--- config.mk ---
export PLATFORM = sky130hd
export DESIGN_NAME = dsf_flags
export DESIGN_NICKNAME = d
export VERILOG_FILES = /design/src/verilog/dsf_logic_op.v /design/src/verilog/dsf_flags.v
export VERILOG_INCLUDE_DIRS = /design/src /design/src/verilog
export SDC_FILE = /design/constraint.sdc
export NUM_CORES = 1
export LEC_CHECK = 0
export BUFFER_PORTS_ARGS = -buffer_cell sky130_fd_sc_hd__buf_2
export CAP_MARGIN = 20
export CORE_ASPECT_RATIO = 1.5
export CORE_MARGIN = 10
export CORE_UTILIZATION = 40
export CTS_CLUSTER_SIZE = 10
export DETAILED_ROUTE_END_ITERATION = 10
export HOLD_SLACK_MARGIN = 0.02
export PLACE_DENSITY_LB_ADDON = 0.1
export SKIP_LAST_GASP = 1
export SLEW_MARGIN = 40
export SYNTH_ARGS = -nofsm -noshare
export SYNTH_HDL_FRONTEND = slang
export SYNTH_SLANG_ARGS = --single-unit
--- constraint.sdc ---
create_clock -name CLK -period 4.68 [get_ports CLK]
set_input_delay 0.468 -clock CLK [delete_from_list [all_inputs] [get_ports CLK]]
set_output_delay 0.468 -clock CLK [all_outputs]
set_load 0.01 [all_outputs]
--- src/verilog/dsf_map.vh ---
`ifndef DSF_MAP_VH
`define DSF_MAP_VH

// Register byte offsets
`define DSF_ZERO_THR_OFS    8'h00
`define DSF_DEV_LIM_OFS     8'h04
`define DSF_OL_THR_OFS      8'h08
`define DSF_VLOSS_THR_OFS   8'h0c
`define DSF_ILOSS_THR_OFS   8'h10
`define DSF_PID_LO_OFS      8'h14
`define DSF_PID_HI_OFS      8'h18
`define DSF_WDOG_PER_OFS    8'h1c
`define DSF_LOGIC_CFG_OFS   8'h20
`define DSF_TERM_SEL_OFS    8'h24
`define DSF_FLAGS_OFS       8'h28
`define DSF_IRQ_STAT_OFS    8'h2c
`define DSF_IRQ_MASK_OFS    8'h30

// Reset values
`define DSF_THR_RST         16'h0000
`define DSF_WDOG_PER_RST    24'h000000
`define DSF_LOGIC_CFG_RST   30'h00000000
`define DSF_TERM_SEL_RST    16'h0000
`define DSF_MASK_RST        14'h0000

// Flag vector positions
`define DSF_F_ZERO          0
`define DSF_F_DEV           1
`define DSF_F_POSD          2
`define DSF_F_OVF           3
`define DSF_F_ATF           4
`define DSF_F_OVL           5
`define DSF_F_VLOSS         6
`define DSF_F_ILOSS         7
`define DSF_F_PIDS          8
`define DSF_F_NETL          9
`define DSF_F_LOGA          10
`define DSF_F_LOGB          11
`define DSF_F_LOGC          12
`define DSF_F_CAPW          13
`define DSF_NFLAGS          14

// Logic config field layout, one 10-bit slice per user output
`define DSF_LCFG_W          10
`define DSF_LCFG_A_LSB      0
`define DSF_LCFG_B_LSB      4
`define DSF_LCFG_OP_LSB     8
`define DSF_OP_AND          2'h0
`define DSF_OP_OR           2'h1
`define DSF_OP_XOR          2'h2

// Terminal option codes
`define DSF_CODE_ZERO       8'h15
`define DSF_CODE_DEV        8'h16
`define DSF_CODE_POSD       8'h17
`define DSF_CODE_OVF        8'h18
`define DSF_CODE_ATF        8'h19
`define DSF_CODE_OVL        8'h1a
`define DSF_CODE_VLOSS      8'h1b
`define DSF_CODE_ILOSS      8'h1c
`define DSF_CODE_PIDS       8'h1f
`define DSF_CODE_NETL       8'h20
`define DSF_CODE_LOGA       8'h21
`define DSF_CODE_LOGB       8'h22
`define DSF_CODE_LOGC       8'h23
`define DSF_CODE_CAPW       8'h27

`endif

--- src/verilog/dsf_logic_op.v ---
`timescale 1ns/100ps
`include "dsf_map.vh"
module dsf_logic_op (
   input  wire [15:0] src_v,    // Selectable source flags
   input  wire [9:0]  cfg,      // Op and source selects
   output reg         result    // Boolean result
);
   reg a;
   reg b;
   always @* begin
      a = src_v[cfg[`DSF_LCFG_A_LSB +: 4]];
      b = src_v[cfg[`DSF_LCFG_B_LSB +: 4]];
      case (cfg[`DSF_LCFG_OP_LSB +: 2])
         `DSF_OP_AND: result = a & b;
         `DSF_OP_OR:  result = a | b;
         `DSF_OP_XOR: result = a ^ b;
         default:     result = 1'b0;
      endcase
   end
endmodule

--- src/verilog/dsf_flags.v ---
`timescale 1ns/100ps
`include "dsf_map.vh"
module dsf_flags #(
   parameter DW    = 16,                  // Measurement width
   parameter NTERM = 2                    // Output terminals
) (
   input  wire             CLK,              // System clock
   input  wire             RESETN,           // Async reset, active low
   input  wire [7:0]       AVS_ADDRESS,      // Byte address
   input  wire             AVS_READ,         // Read request
   input  wire             AVS_WRITE,        // Write request
   input  wire [3:0]       AVS_BYTEENABLE,   // Byte lanes
   input  wire [31:0]      AVS_WRITEDATA,    // Write data
   output reg  [31:0]      AVS_READDATA,     // Read data
   output reg              AVS_WAITREQUEST,  // Stall
   input  wire [DW-1:0]    OUT_FREQ,         // Output frequency
   input  wire [DW-1:0]    SET_FREQ,         // Set frequency
   input  wire [DW-1:0]    SPEED_CMD,        // Commanded speed
   input  wire [DW-1:0]    SPEED_ACT,        // Actual speed
   input  wire [DW-1:0]    OUT_CURRENT,      // Output current
   input  wire [DW-1:0]    AIN_VOLT,         // Voltage input reading
   input  wire [DW-1:0]    AIN_CURR,         // Current input reading
   input  wire [DW-1:0]    PID_PV,           // Process variable
   input  wire             RUN_MODE,         // Drive running
   input  wire             POS_DONE,         // Positioning complete
   input  wire             COMM_ACT,         // Communication activity pulse
   input  wire             CAP_EXPIRED,      // Capacitor lifetime expired
   output reg  [NTERM-1:0] TERM_OUT,         // Output terminals
   output reg              IRQ               // Interrupt, level
);
   localparam NF = `DSF_NFLAGS;

   // Registered measurements
   reg [DW-1:0] ofreq_q, sfreq_q, scmd_q, sact_q, cur_q, ainv_q, aini_q, pv_q;
   reg          run_q, pos_q, comm_q, cap_q, run_prev_q;

   // Configuration
   reg [DW-1:0]      zero_thr_q, dev_lim_q, ol_thr_q, vloss_thr_q, iloss_thr_q;
   reg [DW-1:0]      pid_lo_q, pid_hi_q;
   reg [23:0]        wdog_per_q;
   reg [29:0]        lcfg_q;
   reg [8*NTERM-1:0] tsel_q;
   reg [NF-1:0]      mask_q;

   // State
   reg [NF-1:0] flags_q;
   reg [NF-1:0] flags_prev_q;
   reg [NF-1:0] stat_q;
   reg [NF-1:0] stat_d;
   reg          pid_stage_q;
   reg          net_loss_q;
   reg [23:0]   wdog_cnt_q;

   wire         req     = AVS_READ | AVS_WRITE;
   wire         wr_fire = AVS_WRITE & ~AVS_WAITREQUEST;
   wire [31:0]  bmask   = {{8{AVS_BYTEENABLE[3]}}, {8{AVS_BYTEENABLE[2]}},
                           {8{AVS_BYTEENABLE[1]}}, {8{AVS_BYTEENABLE[0]}}};

   // Write data under enabled lanes, and lanes kept
   wire [31:0]  wr_new  = AVS_WRITEDATA & bmask;
   wire [31:0]  wr_keep = ~bmask;

   function sel_flag;
      input [7:0]    code;
      input [NF-1:0] f;
      begin
         case (code)
            `DSF_CODE_ZERO:  sel_flag = f[`DSF_F_ZERO];
            `DSF_CODE_DEV:   sel_flag = f[`DSF_F_DEV];
            `DSF_CODE_POSD:  sel_flag = f[`DSF_F_POSD];
            `DSF_CODE_OVF:   sel_flag = f[`DSF_F_OVF];
            `DSF_CODE_ATF:   sel_flag = f[`DSF_F_ATF];
            `DSF_CODE_OVL:   sel_flag = f[`DSF_F_OVL];
            `DSF_CODE_VLOSS: sel_flag = f[`DSF_F_VLOSS];
            `DSF_CODE_ILOSS: sel_flag = f[`DSF_F_ILOSS];
            `DSF_CODE_PIDS:  sel_flag = f[`DSF_F_PIDS];
            `DSF_CODE_NETL:  sel_flag = f[`DSF_F_NETL];
            `DSF_CODE_LOGA:  sel_flag = f[`DSF_F_LOGA];
            `DSF_CODE_LOGB:  sel_flag = f[`DSF_F_LOGB];
            `DSF_CODE_LOGC:  sel_flag = f[`DSF_F_LOGC];
            `DSF_CODE_CAPW:  sel_flag = f[`DSF_F_CAPW];
            default:         sel_flag = 1'b0;
         endcase
      end
   endfunction

   // Measurement capture
   always @(posedge CLK or negedge RESETN) begin
      if (!RESETN) begin
         ofreq_q    <= {DW{1'b0}};
         sfreq_q    <= {DW{1'b0}};
         scmd_q     <= {DW{1'b0}};
         sact_q     <= {DW{1'b0}};
         cur_q      <= {DW{1'b0}};
         ainv_q     <= {DW{1'b0}};
         aini_q     <= {DW{1'b0}};
         pv_q       <= {DW{1'b0}};
         run_q      <= 1'b0;
         pos_q      <= 1'b0;
         comm_q     <= 1'b0;
         cap_q      <= 1'b0;
         run_prev_q <= 1'b0;
      end else begin
         ofreq_q    <= OUT_FREQ;
         sfreq_q    <= SET_FREQ;
         scmd_q     <= SPEED_CMD;
         sact_q     <= SPEED_ACT;
         cur_q      <= OUT_CURRENT;
         ainv_q     <= AIN_VOLT;
         aini_q     <= AIN_CURR;
         pv_q       <= PID_PV;
         run_q      <= RUN_MODE;
         pos_q      <= POS_DONE;
         comm_q     <= COMM_ACT;
         cap_q      <= CAP_EXPIRED;
         run_prev_q <= run_q;
      end
   end

   wire [DW-1:0] spd_err = (scmd_q >= sact_q) ? (scmd_q - sact_q) : (sact_q - scmd_q);
   wire          out_on  = (ofreq_q != {DW{1'b0}});

   // PID second stage and watchdog
   always @(posedge CLK or negedge RESETN) begin
      if (!RESETN) begin
         pid_stage_q <= 1'b0;
         net_loss_q  <= 1'b0;
         wdog_cnt_q  <= 24'h000000;
      end else begin
         if ((pv_q > pid_hi_q) || (run_prev_q && !run_q))
            pid_stage_q <= 1'b0;
         else if (run_q && (pv_q < pid_lo_q))
            pid_stage_q <= 1'b1;
         if (comm_q || (wdog_per_q == 24'h000000)) begin
            wdog_cnt_q <= 24'h000000;
            net_loss_q <= 1'b0;
         end else if (wdog_cnt_q >= wdog_per_q - 24'h000001) begin
            net_loss_q <= 1'b1;
         end else begin
            wdog_cnt_q <= wdog_cnt_q + 24'h000001;
         end
      end
   end

   // User logic outputs
   wire [15:0] src_v = {2'b00, flags_q[`DSF_F_CAPW], 3'b000, flags_q[9:0]};
   wire [2:0]  log_res;
   genvar gi;
   generate
      for (gi = 0; gi < 3; gi = gi + 1) begin : g_log
         dsf_logic_op u_op (
            .src_v  (src_v),
            .cfg    (lcfg_q[gi*`DSF_LCFG_W +: `DSF_LCFG_W]),
            .result (log_res[gi])
         );
      end
   endgenerate

   // Flag vector
   always @(posedge CLK or negedge RESETN) begin
      if (!RESETN) begin
         flags_q      <= {NF{1'b0}};
         flags_prev_q <= {NF{1'b0}};
      end else begin
         flags_prev_q              <= flags_q;
         flags_q[`DSF_F_ZERO]      <= (ofreq_q < zero_thr_q);
         flags_q[`DSF_F_DEV]       <= (spd_err > dev_lim_q);
         flags_q[`DSF_F_POSD]      <= pos_q;
         flags_q[`DSF_F_OVF]       <= out_on && (ofreq_q >= sfreq_q);
         flags_q[`DSF_F_ATF]       <= out_on && (ofreq_q == sfreq_q);
         flags_q[`DSF_F_OVL]       <= (cur_q > ol_thr_q);
         flags_q[`DSF_F_VLOSS]     <= (ainv_q < vloss_thr_q);
         flags_q[`DSF_F_ILOSS]     <= (aini_q < iloss_thr_q);
         flags_q[`DSF_F_PIDS]      <= pid_stage_q;
         flags_q[`DSF_F_NETL]      <= net_loss_q;
         flags_q[`DSF_F_LOGC:`DSF_F_LOGA] <= log_res;
         flags_q[`DSF_F_CAPW]      <= cap_q;
      end
   end

   // Terminal outputs
   integer ti;
   always @(posedge CLK or negedge RESETN) begin
      if (!RESETN) begin
         TERM_OUT <= {NTERM{1'b0}};
      end else begin
         for (ti = 0; ti < NTERM; ti = ti + 1)
            TERM_OUT[ti] <= sel_flag(tsel_q[ti*8 +: 8], flags_q);
      end
   end

   // Sticky status on rising flags; set beats clear
   always @* begin
      stat_d = stat_q;
      if (wr_fire && AVS_ADDRESS == `DSF_IRQ_STAT_OFS)
         stat_d = stat_d & ~(AVS_WRITEDATA[NF-1:0] & bmask[NF-1:0]);
      stat_d = stat_d | (flags_q & ~flags_prev_q);
   end

   // Register writes
   always @(posedge CLK or negedge RESETN) begin
      if (!RESETN) begin
         zero_thr_q  <= `DSF_THR_RST;
         dev_lim_q   <= `DSF_THR_RST;
         ol_thr_q    <= `DSF_THR_RST;
         vloss_thr_q <= `DSF_THR_RST;
         iloss_thr_q <= `DSF_THR_RST;
         pid_lo_q    <= `DSF_THR_RST;
         pid_hi_q    <= `DSF_THR_RST;
         wdog_per_q  <= `DSF_WDOG_PER_RST;
         lcfg_q      <= `DSF_LOGIC_CFG_RST;
         tsel_q      <= {NTERM{8'h00}};
         mask_q      <= `DSF_MASK_RST;
         stat_q      <= {NF{1'b0}};
         IRQ         <= 1'b0;
      end else begin
         stat_q <= stat_d;
         IRQ    <= |(stat_q & mask_q);
         if (wr_fire) begin
            case (AVS_ADDRESS)
               `DSF_ZERO_THR_OFS:
                  zero_thr_q <= (zero_thr_q & wr_keep[DW-1:0]) | wr_new[DW-1:0];
               `DSF_DEV_LIM_OFS:
                  dev_lim_q <= (dev_lim_q & wr_keep[DW-1:0]) | wr_new[DW-1:0];
               `DSF_OL_THR_OFS:
                  ol_thr_q <= (ol_thr_q & wr_keep[DW-1:0]) | wr_new[DW-1:0];
               `DSF_VLOSS_THR_OFS:
                  vloss_thr_q <= (vloss_thr_q & wr_keep[DW-1:0]) | wr_new[DW-1:0];
               `DSF_ILOSS_THR_OFS:
                  iloss_thr_q <= (iloss_thr_q & wr_keep[DW-1:0]) | wr_new[DW-1:0];
               `DSF_PID_LO_OFS:
                  pid_lo_q <= (pid_lo_q & wr_keep[DW-1:0]) | wr_new[DW-1:0];
               `DSF_PID_HI_OFS:
                  pid_hi_q <= (pid_hi_q & wr_keep[DW-1:0]) | wr_new[DW-1:0];
               `DSF_WDOG_PER_OFS:
                  wdog_per_q <= (wdog_per_q & wr_keep[23:0]) | wr_new[23:0];
               `DSF_LOGIC_CFG_OFS:
                  lcfg_q <= (lcfg_q & wr_keep[29:0]) | wr_new[29:0];
               `DSF_TERM_SEL_OFS:
                  tsel_q <= (tsel_q & wr_keep[8*NTERM-1:0]) | wr_new[8*NTERM-1:0];
               `DSF_IRQ_MASK_OFS:
                  mask_q <= (mask_q & wr_keep[NF-1:0]) | wr_new[NF-1:0];
               default: begin
               end
            endcase
         end
      end
   end

   // Read mux
   reg [31:0] rd_v;
   always @* begin
      rd_v = 32'h00000000;
      case (AVS_ADDRESS)
         `DSF_ZERO_THR_OFS:  rd_v = {{(32-DW){1'b0}}, zero_thr_q};
         `DSF_DEV_LIM_OFS:   rd_v = {{(32-DW){1'b0}}, dev_lim_q};
         `DSF_OL_THR_OFS:    rd_v = {{(32-DW){1'b0}}, ol_thr_q};
         `DSF_VLOSS_THR_OFS: rd_v = {{(32-DW){1'b0}}, vloss_thr_q};
         `DSF_ILOSS_THR_OFS: rd_v = {{(32-DW){1'b0}}, iloss_thr_q};
         `DSF_PID_LO_OFS:    rd_v = {{(32-DW){1'b0}}, pid_lo_q};
         `DSF_PID_HI_OFS:    rd_v = {{(32-DW){1'b0}}, pid_hi_q};
         `DSF_WDOG_PER_OFS:  rd_v = {8'h00, wdog_per_q};
         `DSF_LOGIC_CFG_OFS: rd_v = {2'b00, lcfg_q};
         `DSF_TERM_SEL_OFS:  rd_v = {{(32-8*NTERM){1'b0}}, tsel_q};
         `DSF_FLAGS_OFS:     rd_v = {{(32-NF){1'b0}}, flags_q};
         `DSF_IRQ_STAT_OFS:  rd_v = {{(32-NF){1'b0}}, stat_q};
         `DSF_IRQ_MASK_OFS:  rd_v = {{(32-NF){1'b0}}, mask_q};
         default:            rd_v = 32'h00000000;
      endcase
   end

   // One wait state per access
   always @(posedge CLK or negedge RESETN) begin
      if (!RESETN) begin
         AVS_WAITREQUEST <= 1'b1;
         AVS_READDATA    <= 32'h00000000;
      end else begin
         if (req && AVS_WAITREQUEST) begin
            AVS_WAITREQUEST <= 1'b0;
            AVS_READDATA    <= AVS_READ ? rd_v : 32'h00000000;
         end else begin
            AVS_WAITREQUEST <= 1'b1;
         end
      end
   end
endmodule

==> impl_metrics.env <==
export IMPL_grt_max_degree=110
export IMPL_start_util_pct=40.4
export IMPL_syn_avg_cell_area_sq_um=10.8
export IMPL_timing_critical_path_from_type="flop"
export IMPL_placed_cells=3029
export IMPL_number_of_sinks_on_the_clock_net=431
export IMPL_synth_seq_area_share_pct=47.1
export IMPL_area_growth_synth_to_final_pct=20.8
export IMPL_ctsRootBufferMaster="clkbuf_16"
export IMPL_antenna_found_initial=2
export IMPL_power_mw=8.64
export IMPL_grt_pass1_vias=19300
export IMPL_detailedPlace_worstSlack_ps=133
export IMPL_design_area_sq_mm=0.0277
export IMPL_num_io_pins=216
export IMPL_hold_viol_final=0
export IMPL_grt_overflow_total=0
export IMPL_drt_pre_antenna_iters=6
export IMPL_layout_drive_gt1_share_pct=21.5
export IMPL_synth_area_leader_cell="dfrtp_1"
export IMPL_irDropWorstVdd_v=0.000269
export IMPL_postCtsSetupBuffers=0
export IMPL_viasPerCell=5.59
export IMPL_synth_distinct_cells=69
export IMPL_wl_um=83100
export IMPL_critical_path_endpoint_type="flop"
export IMPL_clkLatencyLatePin_ps=610
export IMPL_grt_first_pass_wirelength_um=124000
export IMPL_worst_slew_pin_slew_ps=856
export IMPL_outcome="finished clean"
export IMPL_data_arrival_time_of_the_worst_path_ps=4830
export IMPL_postLayoutSetupSlackWorst_ps=300
export IMPL_synthDominantCellAreaShare_pct=47.0
export IMPL_critical_path_peak_fanout=45
export IMPL_cell_count_of_the_worst_reg_to_reg_path=15
export IMPL_synthCells=2112
export IMPL_synthFlopType="dfrtp_1"
export IMPL_drt_wirelength_per_cell_um=25.7
export IMPL_final_cells=3238
export IMPL_routabilityCongestion=0.952
export IMPL_fmax_mhz=228
export IMPL_final_hold_worst_slack_ps=88.3
export IMPL_synthesis_area_sq_mm=0.0229
export IMPL_async_flop_share_pct=100
export IMPL_gr_usage_all_layers_pct=24.4
export IMPL_kind_of_path_behind_the_tightest_hold_check="in -> reg"
export IMPL_ys_ff_latch=431
export IMPL_vias=18100
export IMPL_placed_area_sq_mm=0.0249
export IMPL_post_route_min_period_ps=4380
export IMPL_ff2ff_setup_slack_ps=300
export IMPL_grt_setup_unrepaired="no"
export IMPL_cts_tree="built"
export IMPL_floorplan_die_width_um=215
export IMPL_finalCoreUtilization_pct=48.7
export IMPL_port_buffers=211
export IMPL_final_setup_viol_count=0
export IMPL_synth_area_top_cells="dfrtp_1 (47%), ha_1 (10%), mux2_2 (9.7%)"
export IMPL_clock_pin_slew_on_the_worst_setup_and_hold_paths_ps=60
export IMPL_antenna_violating_nets_post_route=0
export IMPL_rows=107
export IMPL_cts_buffers=50
export IMPL_cts_max_path_buffers=3
export IMPL_totalNegativeSetupSlack_ps=0
export IMPL_critPathKind="reg -> reg"
export IMPL_h_tree_depth=2
export IMPL_pd_cells_mw_per_mm2=312
export IMPL_worst_endpoint_required_ps=5130
export IMPL_synth_yosys_warnings=0
export IMPL_worstHoldPathCells=2
export IMPL_place_detailed_hpwl_um=63100
export IMPL_final_nets=2820
export IMPL_finClkSkew_ps=29.5
export IMPL_first_iter_violations=1209
export IMPL_slew_headroom_pct=42.7
export IMPL_post_route_drc_count=0
export IMPL_finalCritPeriodShare_pct=93.6
export IMPL_p_leak_nw=13.0
export IMPL_die_area_sq_mm=0.0674
export IMPL_final_max_slew_violation_count=0
export IMPL_height_of_the_die_um=313
export IMPL_coreArea_sq_mm=0.0568
export IMPL_synth_edf_count=0
export IMPL_maxCapViolations=0
## power breakdown
group          internal, mW  switching [mW]  leakage (nW)
sequential             3.84           0.138          5.59
clock                  2.02            1.54         0.687
combinational         0.473           0.629          6.74
## per-layer routing
layer  vias to the layer above  GRT usage [%]  share of wire (%)
met1                      9066           27.0                 38
li1                       8265              -                  -
met4                         4           12.7                5.5
met2                       569           44.1                 52
met5                         -              0              0.032
met3                       184           3.96                4.6
## Yosys cell counts, drive strengths merged, types with 14 or more instances
| library cell | count |
|---|---|
| xnor2 | 21 |
| nor2 | 82 |
| mux2 | 198 |
| a21o | 59 |
| a211oi | 19 |
| o21ai | 109 |
| nand2 | 164 |
| buf | 14 |
| nor2b | 17 |
| mux4 | 19 |
| nand4 | 40 |
| nor3 | 27 |
| mux2i | 43 |
| o22ai | 17 |
| or3 | 18 |
| xor2 | 16 |
| inv | 195 |
| a21oi | 88 |
| nand3 | 27 |
| clkbuf | 75 |
| ha | 187 |
| dfrtp | 430 |
| a22oi | 42 |
| or4 | 17 |
## path summary, 6_finish.rpt
path                                   start             end
min in group asynchronous             RESETN   wdog_cnt_q[2]
max                                     flop  wdog_cnt_q[11]
max in group asynchronous             RESETN      scmd_q[13]
min reg2reg                            cap_q     flags_q[13]
min                        AVS_WRITEDATA[27]            flop
max reg2reg                             flop  wdog_cnt_q[11]
## layout make-up
cell class,count,area [sq um]
Timing Repair Buffer,375,2680
Multi-Input combinational cell,1398,11100
Inverter,195,732
Clock inverter,3,41.3
Antenna cell,3,7.51
Fill cell,5303,29100
Tap cell,763,955
Clock buffer,70,1380
Sequential cell,431,10800
## what timing repair did
item | 4_1_cts | 5_1_grt
hold buffers | 133 | 0
hold endpoints to repair | 206 | 0
gates resized for setup | 0 | 6
endpoints found under the setup margin | 0 | 24
## cells by family after synthesis
group,share of synthesized area (%)
adder cells (fa/ha/maj),10.4
XOR/XNOR,1.41
AO/OA/AOI/OAI,12.9
flip-flops,47.1
multiplexers,13.5
buffers and inverters,4.77
AND/OR/NAND/NOR,9.97
other,0.0164
## cells in the final DEF (no fill, tap or decap), types with 6 or more instances in the layout
cell type	instances
dfrtp_1	430
buf_2	210
mux2_2	198
inv_1	195
ha_1	187
nand2_1	164
dlygate4sd3_1	133
o21ai_0	108
a21oi_1	86
nor2_1	82
a21o_1	59
clkbuf_16	51
mux2i_1	43
a22oi_1	42
nand4_1	40
nand3_1	27
buf_4	27
nor3_1	25
xnor2_1	21
mux4_2	19
a211oi_1	19
or3_1	18
o22ai_1	17
or4_1	17
xor2_1	16
clkbuf_1	16
nor2b_1	15
o21a_1	13
nand2b_1	13
o31ai_1	13
nand3b_1	12
a22o_1	12
a221oi_1	11
a31oi_1	11
nor4_1	10
and3_1	10
o211ai_1	9
and2_1	8
a2111oi_0	6
## critical path: stages, from the launching register on
cell and delay [ps]:
dfrtp_1 460, nor4_4 360, nand4_1 220, nor3_2 200, nand2b_1 160, nand2b_1 220
or4b_2 630, xor2_1 170, ha_1 300, nand4_1 110, or4_1 510, o21ai_0 240
a211o_1 200, buf_12 200, or4_1 140, a21oi_1 60
(Power assumes the default switching activity.)
